## src/verilog/status_irq_pkg.sv

```systemverilog
// shared constants and types for the framer status latch and interrupt block
package status_irq_pkg;
   // register slots inside one framer
   localparam int NUM_LATCHED = 9;
   localparam logic [3:0] IDX_STATUS_A = 4'h0;
   localparam logic [3:0] IDX_STATUS_B = 4'h1;
   localparam logic [3:0] IDX_INFO_A = 4'h2;
   localparam logic [3:0] IDX_INFO_B = 4'h3;
   localparam logic [3:0] IDX_INFO_C = 4'h4;
   localparam logic [3:0] IDX_LINK_STATUS = 4'h5;
   localparam logic [3:0] IDX_FACILITY_STATUS = 4'h6;
   localparam logic [3:0] IDX_LINK_RX_STATUS = 4'h7;
   localparam logic [3:0] IDX_LINK_TX_STATUS = 4'h8;
   localparam logic [3:0] IDX_MASK_A = 4'h9;
   localparam logic [3:0] IDX_MASK_B = 4'ha;
   localparam logic [3:0] IDX_LINK_MASK = 4'hb;
   localparam logic [3:0] IDX_NONE = 4'hf;
   // byte offsets on the parallel port
   localparam logic [7:0] OFS_STATUS_A = 8'h16;
   localparam logic [7:0] OFS_STATUS_B = 8'h17;
   localparam logic [7:0] OFS_INFO_A = 8'h22;
   localparam logic [7:0] OFS_INFO_B = 8'h31;
   localparam logic [7:0] OFS_INFO_C = 8'h10;
   localparam logic [7:0] OFS_LINK_STATUS = 8'h90;
   localparam logic [7:0] OFS_FACILITY_STATUS = 8'h91;
   localparam logic [7:0] OFS_LINK_RX_STATUS = 8'h92;
   localparam logic [7:0] OFS_LINK_TX_STATUS = 8'h93;
   localparam logic [7:0] OFS_MASK_A = 8'h7f;
   localparam logic [7:0] OFS_MASK_B = 8'h6f;
   localparam logic [7:0] OFS_LINK_MASK = 8'h94;
   localparam logic [7:0] OFS_SUMMARY_LO = 8'ha0;
   // status_a field layout: bits 0..4 are alarm levels, 5..7 events
   localparam int POS_RX_YELLOW = 0;
   localparam int POS_CARRIER_LOSS = 1;
   localparam int POS_BLUE_ALARM = 2;
   localparam int POS_SYNC_LOSS = 3;
   localparam int POS_TX_CLOCK_LOSS = 4;
   localparam int NUM_ALARMS = 5;
   localparam logic [7:0] ALARM_BITS = 8'h1f;
   localparam logic [7:0] PERSIST_BITS = 8'h0f;
   // reset values
   localparam logic [7:0] RST_LATCH = 8'h00;
   localparam logic [7:0] RST_MASK = 8'h00;
   localparam logic [7:0] RST_RDATA = 8'h00;
   localparam logic [7:0] UNMAPPED_DATA = 8'h00;

   // one host access on the parallel port, one cycle long
   typedef struct packed {
      logic wr;
      logic rd;
      logic [1:0] fsel;
      logic [7:0] addr;
      logic [7:0] wdata;
   } host_req_t;
endpackage : status_irq_pkg

```

## src/verilog/framer_status_latch_irq.sv

```systemverilog
// latched status registers, masked read scheme and interrupt summary for four framers
// Functional notes
// [RULE1] each framer keeps nine latched status and information registers.
// [RULE2] status and information bits latch to one on their event and stay until read.
// [RULE3] a read clears a latched bit, but yellow, carrier, blue and sync alarms re-set while present.
// [RULE4] writing a one to a bit position loads the readable copy with the latest latched value.
// [RULE5] writing a zero to a bit position leaves the readable copy holding its old value.
// [RULE6] the host writes a mask byte before each read and reads the same register right after.
// [RULE7] the host writes back the value read anded with its mask so reported bits really clear.
// [RULE8] status_a, status_b and link status bits drive the low interrupt through per-bit masks.
// [RULE9] the five status_a alarm bits are alarm sources, all other sources are event sources.
// [RULE10] an unmasked alarm requests an interrupt on each change, going active or inactive.
// [RULE11] an alarm request is withdrawn when its bit is read even if the alarm persists.
// [RULE12] an unmasked event requests an interrupt when it occurs and is withdrawn when read.
// [RULE13] the interrupt output goes high only when no request is pending in any framer.
// [RULE14] any read address from a0 to ff returns the interrupt summary.
// [RULE15] summary bit 2n flags framer n status requests and bit 2n+1 its link requests.
// [RULE16] reading the summary clears nothing and does not release the interrupt.
`timescale 1ns/1ps
`default_nettype none
module framer_status_latch_irq #(
   parameter int NF = 4
) (
   input wire logic clk_sys, // 10 MHz system clock
   input wire logic rst_b, // asynchronous reset, active low
   input wire status_irq_pkg::host_req_t hostReq, // one-cycle parallel port access
   input wire logic [7:0] srcIn [NF][status_irq_pkg::NUM_LATCHED], // event pulses and alarm levels
   output logic [7:0] rdData, // read answer, registered
   output logic rdValid, // pulse one cycle after a read
   output logic irqOut_b // interrupt request, active low
);

   // map an address to a register slot
   function automatic logic [3:0] decodeSlot(input logic [7:0] a);
      case (a)
         status_irq_pkg::OFS_STATUS_A: decodeSlot = status_irq_pkg::IDX_STATUS_A;
         status_irq_pkg::OFS_STATUS_B: decodeSlot = status_irq_pkg::IDX_STATUS_B;
         status_irq_pkg::OFS_INFO_A: decodeSlot = status_irq_pkg::IDX_INFO_A;
         status_irq_pkg::OFS_INFO_B: decodeSlot = status_irq_pkg::IDX_INFO_B;
         status_irq_pkg::OFS_INFO_C: decodeSlot = status_irq_pkg::IDX_INFO_C;
         status_irq_pkg::OFS_LINK_STATUS: decodeSlot = status_irq_pkg::IDX_LINK_STATUS;
         status_irq_pkg::OFS_FACILITY_STATUS: decodeSlot = status_irq_pkg::IDX_FACILITY_STATUS;
         status_irq_pkg::OFS_LINK_RX_STATUS: decodeSlot = status_irq_pkg::IDX_LINK_RX_STATUS;
         status_irq_pkg::OFS_LINK_TX_STATUS: decodeSlot = status_irq_pkg::IDX_LINK_TX_STATUS;
         status_irq_pkg::OFS_MASK_A: decodeSlot = status_irq_pkg::IDX_MASK_A;
         status_irq_pkg::OFS_MASK_B: decodeSlot = status_irq_pkg::IDX_MASK_B;
         status_irq_pkg::OFS_LINK_MASK: decodeSlot = status_irq_pkg::IDX_LINK_MASK;
         default: decodeSlot = status_irq_pkg::IDX_NONE;
      endcase
   endfunction : decodeSlot

   logic [7:0] latch_r [NF][status_irq_pkg::NUM_LATCHED]; // hardware-set bits
   logic [7:0] copy_r [NF][status_irq_pkg::NUM_LATCHED]; // host-readable copies
   logic [7:0] lastMask_r [NF][status_irq_pkg::NUM_LATCHED]; // bits asked for by the last write
   logic [7:0] maskA_r [NF];
   logic [7:0] maskB_r [NF];
   logic [7:0] linkMask_r [NF];
   logic [status_irq_pkg::NUM_ALARMS-1:0] alarmPrev_r [NF]; // alarm levels one cycle ago
   logic [status_irq_pkg::NUM_ALARMS-1:0] alarmChg_r [NF]; // alarm changed, not yet read
   logic [7:0] summary;
   logic [3:0] slot;
   logic sumHit;

   // address decode
   assign slot = decodeSlot(hostReq.addr);
   assign sumHit = hostReq.addr >= status_irq_pkg::OFS_SUMMARY_LO; // a0..ff [RULE14]

   // latched bits: set wins over the clear by a read
   always_ff @(posedge clk_sys or negedge rst_b) begin
      if (!rst_b) begin
         for (int f = 0; f < NF; f++) begin
            for (int r = 0; r < status_irq_pkg::NUM_LATCHED; r++) begin
               latch_r[f][r] <= status_irq_pkg::RST_LATCH;
            end
         end
      end else begin
         for (int f = 0; f < NF; f++) begin
            for (int r = 0; r < status_irq_pkg::NUM_LATCHED; r++) begin
               logic [7:0] setv;
               logic [7:0] clrv;
               setv = srcIn[f][r];
               clrv = 8'h00;
               if (r == 0) begin
                  // persistent alarms follow the level, tx clock loss latches its rising edge
                  setv = (srcIn[f][r] & ~status_irq_pkg::ALARM_BITS) // [RULE3]
                     | (srcIn[f][r] & status_irq_pkg::PERSIST_BITS)
                     | ({3'h0, srcIn[f][r][status_irq_pkg::NUM_ALARMS-1:0] & ~alarmPrev_r[f]}
                        & ~status_irq_pkg::PERSIST_BITS);
               end
               if (hostReq.rd && !sumHit && hostReq.fsel == f[1:0] && slot == r[3:0]) begin
                  clrv = lastMask_r[f][r]; // read clears the bits asked for [RULE3]
               end
               latch_r[f][r] <= (latch_r[f][r] & ~clrv) | setv; // [RULE1] [RULE2]
            end
         end
      end
   end

   // readable copies: ones load latest latched value, zeros hold
   always_ff @(posedge clk_sys or negedge rst_b) begin
      if (!rst_b) begin
         for (int f = 0; f < NF; f++) begin
            for (int r = 0; r < status_irq_pkg::NUM_LATCHED; r++) begin
               copy_r[f][r] <= status_irq_pkg::RST_LATCH;
               lastMask_r[f][r] <= status_irq_pkg::RST_MASK;
            end
         end
      end else begin
         for (int f = 0; f < NF; f++) begin
            for (int r = 0; r < status_irq_pkg::NUM_LATCHED; r++) begin
               if (hostReq.wr && !sumHit && hostReq.fsel == f[1:0] && slot == r[3:0]) begin
                  copy_r[f][r] <= (copy_r[f][r] & ~hostReq.wdata) // [RULE5]
                     | (latch_r[f][r] & hostReq.wdata); // [RULE4]
                  lastMask_r[f][r] <= hostReq.wdata;
               end
            end
         end
      end
   end

   // interrupt mask registers
   always_ff @(posedge clk_sys or negedge rst_b) begin
      if (!rst_b) begin
         for (int f = 0; f < NF; f++) begin
            maskA_r[f] <= status_irq_pkg::RST_MASK;
            maskB_r[f] <= status_irq_pkg::RST_MASK;
            linkMask_r[f] <= status_irq_pkg::RST_MASK;
         end
      end else begin
         for (int f = 0; f < NF; f++) begin
            if (hostReq.wr && !sumHit && hostReq.fsel == f[1:0]) begin
               if (slot == status_irq_pkg::IDX_MASK_A) begin
                  maskA_r[f] <= hostReq.wdata; // [RULE8]
               end
               if (slot == status_irq_pkg::IDX_MASK_B) begin
                  maskB_r[f] <= hostReq.wdata;
               end
               if (slot == status_irq_pkg::IDX_LINK_MASK) begin
                  linkMask_r[f] <= hostReq.wdata;
               end
            end
         end
      end
   end

   // alarm change tracking for alarm-type interrupt sources
   always_ff @(posedge clk_sys or negedge rst_b) begin
      if (!rst_b) begin
         for (int f = 0; f < NF; f++) begin
            alarmPrev_r[f] <= '0;
            alarmChg_r[f] <= '0;
         end
      end else begin
         for (int f = 0; f < NF; f++) begin
            logic [status_irq_pkg::NUM_ALARMS-1:0] cur;
            logic [status_irq_pkg::NUM_ALARMS-1:0] clr;
            cur = srcIn[f][0][status_irq_pkg::NUM_ALARMS-1:0];
            clr = '0;
            if (hostReq.rd && !sumHit && hostReq.fsel == f[1:0] && slot == status_irq_pkg::IDX_STATUS_A) begin
               clr = lastMask_r[f][0][status_irq_pkg::NUM_ALARMS-1:0]; // [RULE11]
            end
            alarmPrev_r[f] <= cur;
            alarmChg_r[f] <= (alarmChg_r[f] & ~clr) | (cur ^ alarmPrev_r[f]); // [RULE9] [RULE10]
         end
      end
   end

   // per-framer request summary
   always_comb begin
      summary = 8'h00;
      for (int f = 0; f < NF; f++) begin
         summary[2*f] = |(alarmChg_r[f] & maskA_r[f][status_irq_pkg::NUM_ALARMS-1:0]) // [RULE15]
            | |(latch_r[f][0] & ~status_irq_pkg::ALARM_BITS & maskA_r[f]) // [RULE12]
            | |(latch_r[f][1] & maskB_r[f]);
         summary[2*f+1] = |(latch_r[f][5] & linkMask_r[f]); // [RULE8]
      end
   end

   // interrupt pin: high only with nothing pending anywhere
   always_ff @(posedge clk_sys or negedge rst_b) begin
      if (!rst_b) begin
         irqOut_b <= 1'b1;
      end else begin
         irqOut_b <= ~|summary; // [RULE13]
      end
   end

   // read path; summary reads have no side effect
   always_ff @(posedge clk_sys or negedge rst_b) begin
      if (!rst_b) begin
         rdData <= status_irq_pkg::RST_RDATA;
         rdValid <= 1'b0;
      end else begin
         rdValid <= hostReq.rd;
         if (hostReq.rd) begin
            if (sumHit) begin
               rdData <= summary; // [RULE14] [RULE16]
            end else if (slot < 4'(status_irq_pkg::NUM_LATCHED)) begin
               rdData <= copy_r[hostReq.fsel][slot];
            end else if (slot == status_irq_pkg::IDX_MASK_A) begin
               rdData <= maskA_r[hostReq.fsel];
            end else if (slot == status_irq_pkg::IDX_MASK_B) begin
               rdData <= maskB_r[hostReq.fsel];
            end else if (slot == status_irq_pkg::IDX_LINK_MASK) begin
               rdData <= linkMask_r[hostReq.fsel];
            end else begin
               rdData <= status_irq_pkg::UNMAPPED_DATA;
            end
         end
      end
   end

   // checks on framer 1 info_a, framer 0 status_a and the requests of framers 2 and 3
   logic infoWr;
   logic infoRd;
   logic stat0Rd;
   assign infoWr = hostReq.wr && !sumHit && hostReq.fsel == 2'h1 && slot == status_irq_pkg::IDX_INFO_A;
   assign infoRd = hostReq.rd && !sumHit && hostReq.fsel == 2'h1 && slot == status_irq_pkg::IDX_INFO_A;
   assign stat0Rd = hostReq.rd && !sumHit && hostReq.fsel == 2'h0 && slot == status_irq_pkg::IDX_STATUS_A;

   a_latch_holds: assert property (@(posedge clk_sys) disable iff (!rst_b) // [RULE2]
      (latch_r[1][2][1] && !(infoRd && lastMask_r[1][2][1])) |=> latch_r[1][2][1])
      else $error("latched bit dropped without a read");

   a_read_clears: assert property (@(posedge clk_sys) disable iff (!rst_b) // [RULE3]
      (infoRd && lastMask_r[1][2][1] && !srcIn[1][2][1]) |=> !latch_r[1][2][1])
      else $error("read did not clear latched bit");

   a_alarm_persists: assert property (@(posedge clk_sys) disable iff (!rst_b) // [RULE3]
      srcIn[0][0][status_irq_pkg::POS_BLUE_ALARM] |=> latch_r[0][0][status_irq_pkg::POS_BLUE_ALARM])
      else $error("persistent alarm bit not held");

   a_tx_edge: assert property (@(posedge clk_sys) disable iff (!rst_b) // [RULE9]
      $rose(srcIn[0][0][status_irq_pkg::POS_TX_CLOCK_LOSS])
      |=> latch_r[0][0][status_irq_pkg::POS_TX_CLOCK_LOSS])
      else $error("clock loss edge not latched");

   a_tx_clears: assert property (@(posedge clk_sys) disable iff (!rst_b) // [RULE3]
      (stat0Rd && lastMask_r[0][0][status_irq_pkg::POS_TX_CLOCK_LOSS]
       && alarmPrev_r[0][status_irq_pkg::POS_TX_CLOCK_LOSS] && srcIn[0][0][status_irq_pkg::POS_TX_CLOCK_LOSS])
      |=> !latch_r[0][0][status_irq_pkg::POS_TX_CLOCK_LOSS])
      else $error("clock loss bit not cleared by read");

   a_copy_loads: assert property (@(posedge clk_sys) disable iff (!rst_b) // [RULE4]
      infoWr |=> ((copy_r[1][2] ^ $past(latch_r[1][2])) & $past(hostReq.wdata)) == 8'h00)
      else $error("mask write did not load copy");

   a_copy_holds: assert property (@(posedge clk_sys) disable iff (!rst_b) // [RULE5]
      infoWr |=> ((copy_r[1][2] ^ $past(copy_r[1][2])) & ~$past(hostReq.wdata)) == 8'h00)
      else $error("zero mask changed copy");

   a_copy_read: assert property (@(posedge clk_sys) disable iff (!rst_b) // [RULE4]
      infoRd |=> rdValid && rdData == $past(copy_r[1][2]))
      else $error("read did not return readable copy");

   a_alarm_change: assert property (@(posedge clk_sys) disable iff (!rst_b) // [RULE10]
      (srcIn[0][0][status_irq_pkg::POS_BLUE_ALARM] != alarmPrev_r[0][status_irq_pkg::POS_BLUE_ALARM])
      |=> alarmChg_r[0][status_irq_pkg::POS_BLUE_ALARM])
      else $error("alarm change not recorded");

   a_alarm_withdraw: assert property (@(posedge clk_sys) disable iff (!rst_b) // [RULE11]
      (stat0Rd && lastMask_r[0][0][status_irq_pkg::POS_BLUE_ALARM]
       && srcIn[0][0][status_irq_pkg::POS_BLUE_ALARM] == alarmPrev_r[0][status_irq_pkg::POS_BLUE_ALARM])
      |=> !alarmChg_r[0][status_irq_pkg::POS_BLUE_ALARM])
      else $error("alarm request not withdrawn by read");

   a_alarm_irq: assert property (@(posedge clk_sys) disable iff (!rst_b) // [RULE10]
      (alarmChg_r[2][status_irq_pkg::POS_BLUE_ALARM] && maskA_r[2][status_irq_pkg::POS_BLUE_ALARM])
      |=> !irqOut_b)
      else $error("unmasked alarm change did not pull interrupt low");

   a_event_irq: assert property (@(posedge clk_sys) disable iff (!rst_b) // [RULE12]
      (|(latch_r[3][1] & maskB_r[3])) |=> !irqOut_b)
      else $error("unmasked event did not pull interrupt low");

   a_event_withdraw: assert property (@(posedge clk_sys) disable iff (!rst_b) // [RULE12]
      (hostReq.rd && !sumHit && hostReq.fsel == 2'h3 && slot == status_irq_pkg::IDX_STATUS_B
       && lastMask_r[3][1][7] && !srcIn[3][1][7]) |=> !latch_r[3][1][7])
      else $error("event bit not cleared by read");

   a_link_irq: assert property (@(posedge clk_sys) disable iff (!rst_b) // [RULE8]
      (|(latch_r[3][5] & linkMask_r[3])) |=> !irqOut_b)
      else $error("unmasked link event did not pull interrupt low");

   a_masked_quiet: assert property (@(posedge clk_sys) disable iff (!rst_b) // [RULE8]
      (maskA_r[0] == 8'h00 && maskB_r[0] == 8'h00 && linkMask_r[0] == 8'h00) |-> summary[1:0] == 2'h0)
      else $error("fully masked framer shows a request");

   a_irq_release: assert property (@(posedge clk_sys) disable iff (!rst_b) // [RULE13]
      (summary == 8'h00) |=> irqOut_b)
      else $error("interrupt low with nothing pending");

   a_summary_read: assert property (@(posedge clk_sys) disable iff (!rst_b) // [RULE14]
      (hostReq.rd && hostReq.addr >= 8'ha0) |=> (rdValid && rdData == $past(summary)))
      else $error("summary not returned");

   a_summary_status: assert property (@(posedge clk_sys) disable iff (!rst_b) // [RULE15]
      (|(latch_r[3][1] & maskB_r[3])) |-> summary[6])
      else $error("status request missing from summary");

   a_summary_link: assert property (@(posedge clk_sys) disable iff (!rst_b) // [RULE15]
      (|(latch_r[3][5] & linkMask_r[3])) |-> summary[7])
      else $error("link request missing from summary");

   a_summary_quiet: assert property (@(posedge clk_sys) disable iff (!rst_b) // [RULE16]
      (hostReq.rd && sumHit && srcIn[3][1] == 8'h00) |=> $stable(latch_r[3][1]))
      else $error("summary read disturbed latched bits");

endmodule : framer_status_latch_irq
`default_nettype wire

```

## config.mk

```make
export PLATFORM = sky130hd
export DESIGN_NAME = framer_status_latch_irq
export DESIGN_NICKNAME = d
export VERILOG_FILES = /design/src/verilog/status_irq_pkg.sv /design/src/verilog/framer_status_latch_irq.sv
export SDC_FILE = /design/constraint.sdc
export NUM_CORES = 2
export LEC_CHECK = 0
export BUFFER_PORTS_ARGS = -buffer_cell sky130_fd_sc_hd__buf_4
export CORE_UTILIZATION = 60
export DETAILED_ROUTE_END_ITERATION = 8
export HOLD_SLACK_MARGIN = 0.02
export PLACE_DENSITY = 0.77
export SLEW_MARGIN = 10
export SYNTH_ARGS = -nofsm -noshare
export SYNTH_HDL_FRONTEND = slang
export SYNTH_SLANG_ARGS = --single-unit
```

## constraint.sdc

```tcl
create_clock -name clk_sys -period 2.25 [get_ports clk_sys]
set_clock_uncertainty 0.05 [all_clocks]
set_input_delay 0.225 -clock clk_sys [delete_from_list [all_inputs] [get_ports clk_sys]]
set_output_delay 0.225 -clock clk_sys [all_outputs]
set_load 0.01 [all_outputs]
```

==> impl_results.html <==
<table>
<tr><th>Metric</th><th>Value</th></tr>
<tr><th colspan="2">Clock tree</th></tr>
<tr><td>Number of buffers created by CTS</td><td>101</td></tr>
<tr><td>Setup bufs post-CTS</td><td>0</td></tr>
<tr><td>Root Driver</td><td>sky130_fd_sc_hd__clkbuf_16</td></tr>
<tr><td>Clk pin slew, worst setup/hold paths</td><td>0.07 ns</td></tr>
<tr><td>CTS sink cnt</td><td>1010</td></tr>
<tr><td>Skew-Pair Late Insertion Delay</td><td>0.67 ns</td></tr>
<tr><td>CTS tree</td><td>done</td></tr>
<tr><td>Number of levels the H-tree was split into</td><td>3</td></tr>
<tr><td>Number of buffers between clock root and the deepest sink</td><td>3</td></tr>
<tr><th colspan="2">Power</th></tr>
<tr><td>Part of the power in the clock network</td><td>46.8%</td></tr>
<tr><td>Cell Pwr Density</td><td>727 mW/mm2</td></tr>
<tr><td>Net switching power</td><td>0.00911 W</td></tr>
<tr><td>Switching power as a share of total power</td><td>22.9%</td></tr>
<tr><td>Power share of the sequential group</td><td>46.6%</td></tr>
<tr><td>Combinational share of power</td><td>6.6%</td></tr>
<tr><td>LEAKAGE</td><td>25.7 nW</td></tr>
<tr><td>Internal portion of total power</td><td>0.0306 W</td></tr>
<tr><td>Max VDD drop</td><td>656 uV</td></tr>
<tr><th colspan="2">Critical path</th></tr>
<tr><td>Arrival time of data at the critical path endpoint</td><td>2.71 ns</td></tr>
<tr><td>Buffering stage count on the worst path with inverters included</td><td>1</td></tr>
<tr><td>Worst stage delay on the critical path</td><td>0.56 ns</td></tr>
<tr><td>Cell type group with the largest total delay on the critical path</td><td>compound AO/OA/AOI/OAI gates</td></tr>
<tr><td>Worst setup SP type</td><td>flip-flop</td></tr>
<tr><td>Required @ worst endpoint</td><td>2.76 ns</td></tr>
<tr><td>Minimum setup slack among reg-to-reg paths</td><td>0.06 ns</td></tr>
<tr><td>Kind of end point of the critical path</td><td>flip-flop</td></tr>
<tr><td>CP max FO</td><td>2</td></tr>
<tr><td>Ordered list of cells on the worst path</td><td>mux4_2, a22o_1, a2111oi_1, buf_4, o211ai_1, and3_1</td></tr>
<tr><td>Class of the most critical setup path</td><td>reg -&gt; reg</td></tr>
<tr><td>Worst path slowest cell</td><td>sky130_fd_sc_hd__mux4_2</td></tr>
<tr><th colspan="2">Finish</th></tr>
<tr><td>Share of layout cells above drive strength 1</td><td>29.5%</td></tr>
<tr><td>Commonest non-fill, non-tap cells in the layout</td><td>1009 x sky130_fd_sc_hd__dfrtp_1, 990 x sky130_fd_sc_hd__nand2_1, 640 x sky130_fd_sc_hd__buf_4</td></tr>
<tr><td>Fraction of the core area covered by cells at the end of the flow</td><td>79.6%</td></tr>
<tr><td>Layout area overhead</td><td>31.1%</td></tr>
<tr><td>Number of fill cells in the layout</td><td>3859</td></tr>
<tr><td>Most common cell after layout, fill and taps aside</td><td>sky130_fd_sc_hd__dfrtp_1</td></tr>
<tr><td>Nets</td><td>4740</td></tr>
<tr><th colspan="2">Global routing</th></tr>
<tr><td>Global-route wire length before repair</td><td>216000 um</td></tr>
<tr><td>Global routing usage summed across all routing layers</td><td>41.4%</td></tr>
<tr><td>Number of antenna violations at the first check in global routing</td><td>14</td></tr>
<tr><td>Largest net degree at the start of global routing</td><td>94</td></tr>
<tr><td>Via count of the first global-routing pass</td><td>35300</td></tr>
<tr><td>GR Overflow Total</td><td>0</td></tr>
<tr><th colspan="2">Placement</th></tr>
<tr><td>Placed wire-length estimate after detailed placement</td><td>90100 um</td></tr>
<tr><td>Final Wtd Congestion</td><td>0.945</td></tr>
<tr><td>Placement Setup Slack</td><td>-0.220 ns</td></tr>
<tr><td>Count of buffers from port buffering</td><td>319</td></tr>
<tr><th colspan="2">Synth</th></tr>
<tr><td>Async set or reset register ratio after synthesis</td><td>100%</td></tr>
<tr><td>Average cell area after synthesis</td><td>12.0 um2</td></tr>
<tr><td>Top_reg_cell synth</td><td>sky130_fd_sc_hd__dfrtp_1</td></tr>
<tr><td>Fraction of the yosys area taken by sequential cells</td><td>60.6%</td></tr>
<tr><td>Number of warning messages in the yosys log</td><td>0</td></tr>
<tr><td>Syn nets</td><td>3793</td></tr>
<tr><td>Synthesized cell area</td><td>0.0417 mm2</td></tr>
<tr><td>Number of enable flip-flop cells after synthesis</td><td>0</td></tr>
<tr><td>Number of different library cells in the post-synthesis netlist</td><td>65</td></tr>
<tr><td>Yosys reg bits</td><td>1010</td></tr>
<tr><td>Synthesized instance count</td><td>3479</td></tr>
<tr><th colspan="2">Timing</th></tr>
<tr><td>Number of max-slew violations in the final report</td><td>0</td></tr>
<tr><td>Pin slew with the least headroom to its limit</td><td>0.641 ns</td></tr>
<tr><td>Final setup violation count</td><td>0</td></tr>
<tr><td>Fmax</td><td>0.456 GHz</td></tr>
<tr><td>Final worst-path cycle share</td><td>97.5%</td></tr>
<tr><td>Final hold vios</td><td>0</td></tr>
<tr><td>Rel. slew slack</td><td>57.3%</td></tr>
<tr><td>Post-route minimum period</td><td>2.19 ns</td></tr>
<tr><td>Unrepaired setup endpoints after global routing</td><td>false</td></tr>
<tr><td>Final WS setup</td><td>0.0553 ns</td></tr>
<tr><th colspan="2">Routing</th></tr>
<tr><td>DRT Wirelength</td><td>143000 um</td></tr>
<tr><td>Vias</td><td>33500</td></tr>
<tr><td>Routed via count divided by cell count</td><td>6.15</td></tr>
<tr><td>Routed length per placed instance</td><td>26.3 um</td></tr>
<tr><td>Initial DRC Count</td><td>3503</td></tr>
<tr><td>Post-DRT Antenna Nets</td><td>0</td></tr>
<tr><td>Count of unresolved DRC violations after routing</td><td>0</td></tr>
<tr><td>Detailed-router iteration count before antenna repair</td><td>6</td></tr>
<tr><th colspan="2">Run status</th></tr>
<tr><td>Outcome</td><td>completed</td></tr>
<tr><th colspan="2">Floorplanning</th></tr>
<tr><td># rows</td><td>96</td></tr>
<tr><td>Core outline area</td><td>0.0687 mm2</td></tr>
<tr><td>Width of the chip</td><td>266 um</td></tr>
<tr><td>Vertical die dimension</td><td>266 um</td></tr>
<tr><td>Floorplan die area</td><td>0.0706 mm2</td></tr>
<tr><td>Top-Level Pins</td><td>320</td></tr>
<tr><td>Initial Util</td><td>60.7%</td></tr>
<tr><th colspan="2">Hold path</th></tr>
<tr><td>Worst min-delay path class</td><td>in -&gt; reg</td></tr>
<tr><th colspan="2">Flow run</th></tr>
<tr><td>Max-capacitance violation count</td><td>0</td></tr>
</table>
[final timing paths]
check                                 start               to  depth (start not counted)
worst max-delay path              flip-flop        rdData[6]                          6
worst min-delay path             hostReq[5]  lastMask_r[109]                          4
worst max register to register    flip-flop        rdData[6]                          6
worst min register to register  latch_r[76]      latch_r[76]                          1
max in group asynchronous             rst_b     latch_r[174]                          4
min in group asynchronous             rst_b        async pin                          2
[synth_stat cells, types with 8 or more instances]
| master | instances | share of area, % |
|---|---|---|
| sky130_fd_sc_hd__nand4_1 | 16 | 0.24 |
| sky130_fd_sc_hd__nor2_1 | 82 | 0.74 |
| sky130_fd_sc_hd__mux2_2 | 325 | 8.8 |
| sky130_fd_sc_hd__or2_2 | 8 | 0.12 |
| sky130_fd_sc_hd__mux4_2 | 96 | 5.2 |
| sky130_fd_sc_hd__nor2b_1 | 13 | 0.20 |
| sky130_fd_sc_hd__o21ai_0 | 179 | 2.1 |
| sky130_fd_sc_hd__buf_1 | 19 | 0.17 |
| sky130_fd_sc_hd__nand2_1 | 990 | 8.9 |
| sky130_fd_sc_hd__nand3_1 | 24 | 0.29 |
| sky130_fd_sc_hd__mux2_1 | 60 | 1.6 |
| sky130_fd_sc_hd__xor2_1 | 16 | 0.34 |
| sky130_fd_sc_hd__a21oi_1 | 22 | 0.26 |
| sky130_fd_sc_hd__a22oi_1 | 54 | 0.97 |
| sky130_fd_sc_hd__buf_2 | 27 | 0.32 |
| sky130_fd_sc_hd__a21o_1 | 305 | 5.5 |
| sky130_fd_sc_hd__clkbuf_1 | 80 | 0.72 |
| sky130_fd_sc_hd__dfrtp_1 | 1009 | 61 |
| sky130_fd_sc_hd__nor2_2 | 12 | 0.18 |
| sky130_fd_sc_hd__inv_1 | 23 | 0.21 |
[through the flow]
stage	instances	hold WS [ns]	power (W)	TNS, ns	instance area, um2
finish	5450	0.0849	0.0398	0	54700
floorplan	3479	-0.121	0.0194	0	41700
detailed placement	4962	0.189	0.0210	-12.63	48000
global placement	4962	0.188	0.0209	-7.56	48000
global route	5448	0.0674	0.0406	0	54700
CTS	5441	0.0414	0.0395	0	54600
[tightest hold or removal path, cell delays in order]
cell and delay (ns):
sky130_fd_sc_hd__buf_4 0.13, sky130_fd_sc_hd__buf_12 0.23, sky130_fd_sc_hd__nand2_1 0.13, sky130_fd_sc_hd__nand2_1 0.05
[kinds of logic (layout without fill, tap and decap cells)]
kind of cell	Yosys count	in the layout	synth area share, %
compound gates	613	613	9.96
buf+inv	159	1190	1.61
flops	1010	1010	60.6
simple gates	1193	1193	11.7
mux	484	484	15.7
fa+ha+maj	4	4	0.120
xor+xnor	16	16	0.336
other cells	0	9	0
[metal layers]
metal,track usage [%],routed length [um]
met1,51.9,51600
met2,67.6,69000
met3,10.0,14100
met4,21.1,8290
met5,0,74
[timing repair]
item | CTS | global route
hold endpoints to repair | 836 | 0
endpoints found under the setup margin | 0 | 1
resized for setup | 0 | 1
hold buffers | 292 | 0
[power groups by stage]
| stage | registers, W | logic, W | clock network [W] |
|---|---|---|---|
| 2_1_floorplan | 0.0188 | 0.000600 | 0 |
| 3_3_place_gp | 0.0188 | 0.00212 | 0 |
| 3_5_place_dp | 0.0188 | 0.00213 | 0 |
| 4_1_cts | 0.0185 | 0.00255 | 0.0185 |
| 5_1_grt | 0.0185 | 0.00275 | 0.0194 |
| 6_report | 0.0185 | 0.00262 | 0.0186 |
[final cells by class]
| type | instances | area [um2] | area share [%] |
|---|---|---|---|
| clock inverters | 52 | 724 | 1.33 |
| repair buffers | 980 | 8670 | 15.9 |
| multi-input cells | 2310 | 15800 | 28.8 |
| clock buffers | 135 | 2950 | 5.40 |
| inverters | 23 | 86.3 | 0.158 |
| well taps | 931 | 1160 | 2.13 |
| flip-flops and latches | 1010 | 25300 | 46.2 |
| diodes | 9 | 22.5 | 0.0412 |
No activity file was read; power rests on OpenSTA's default activity.
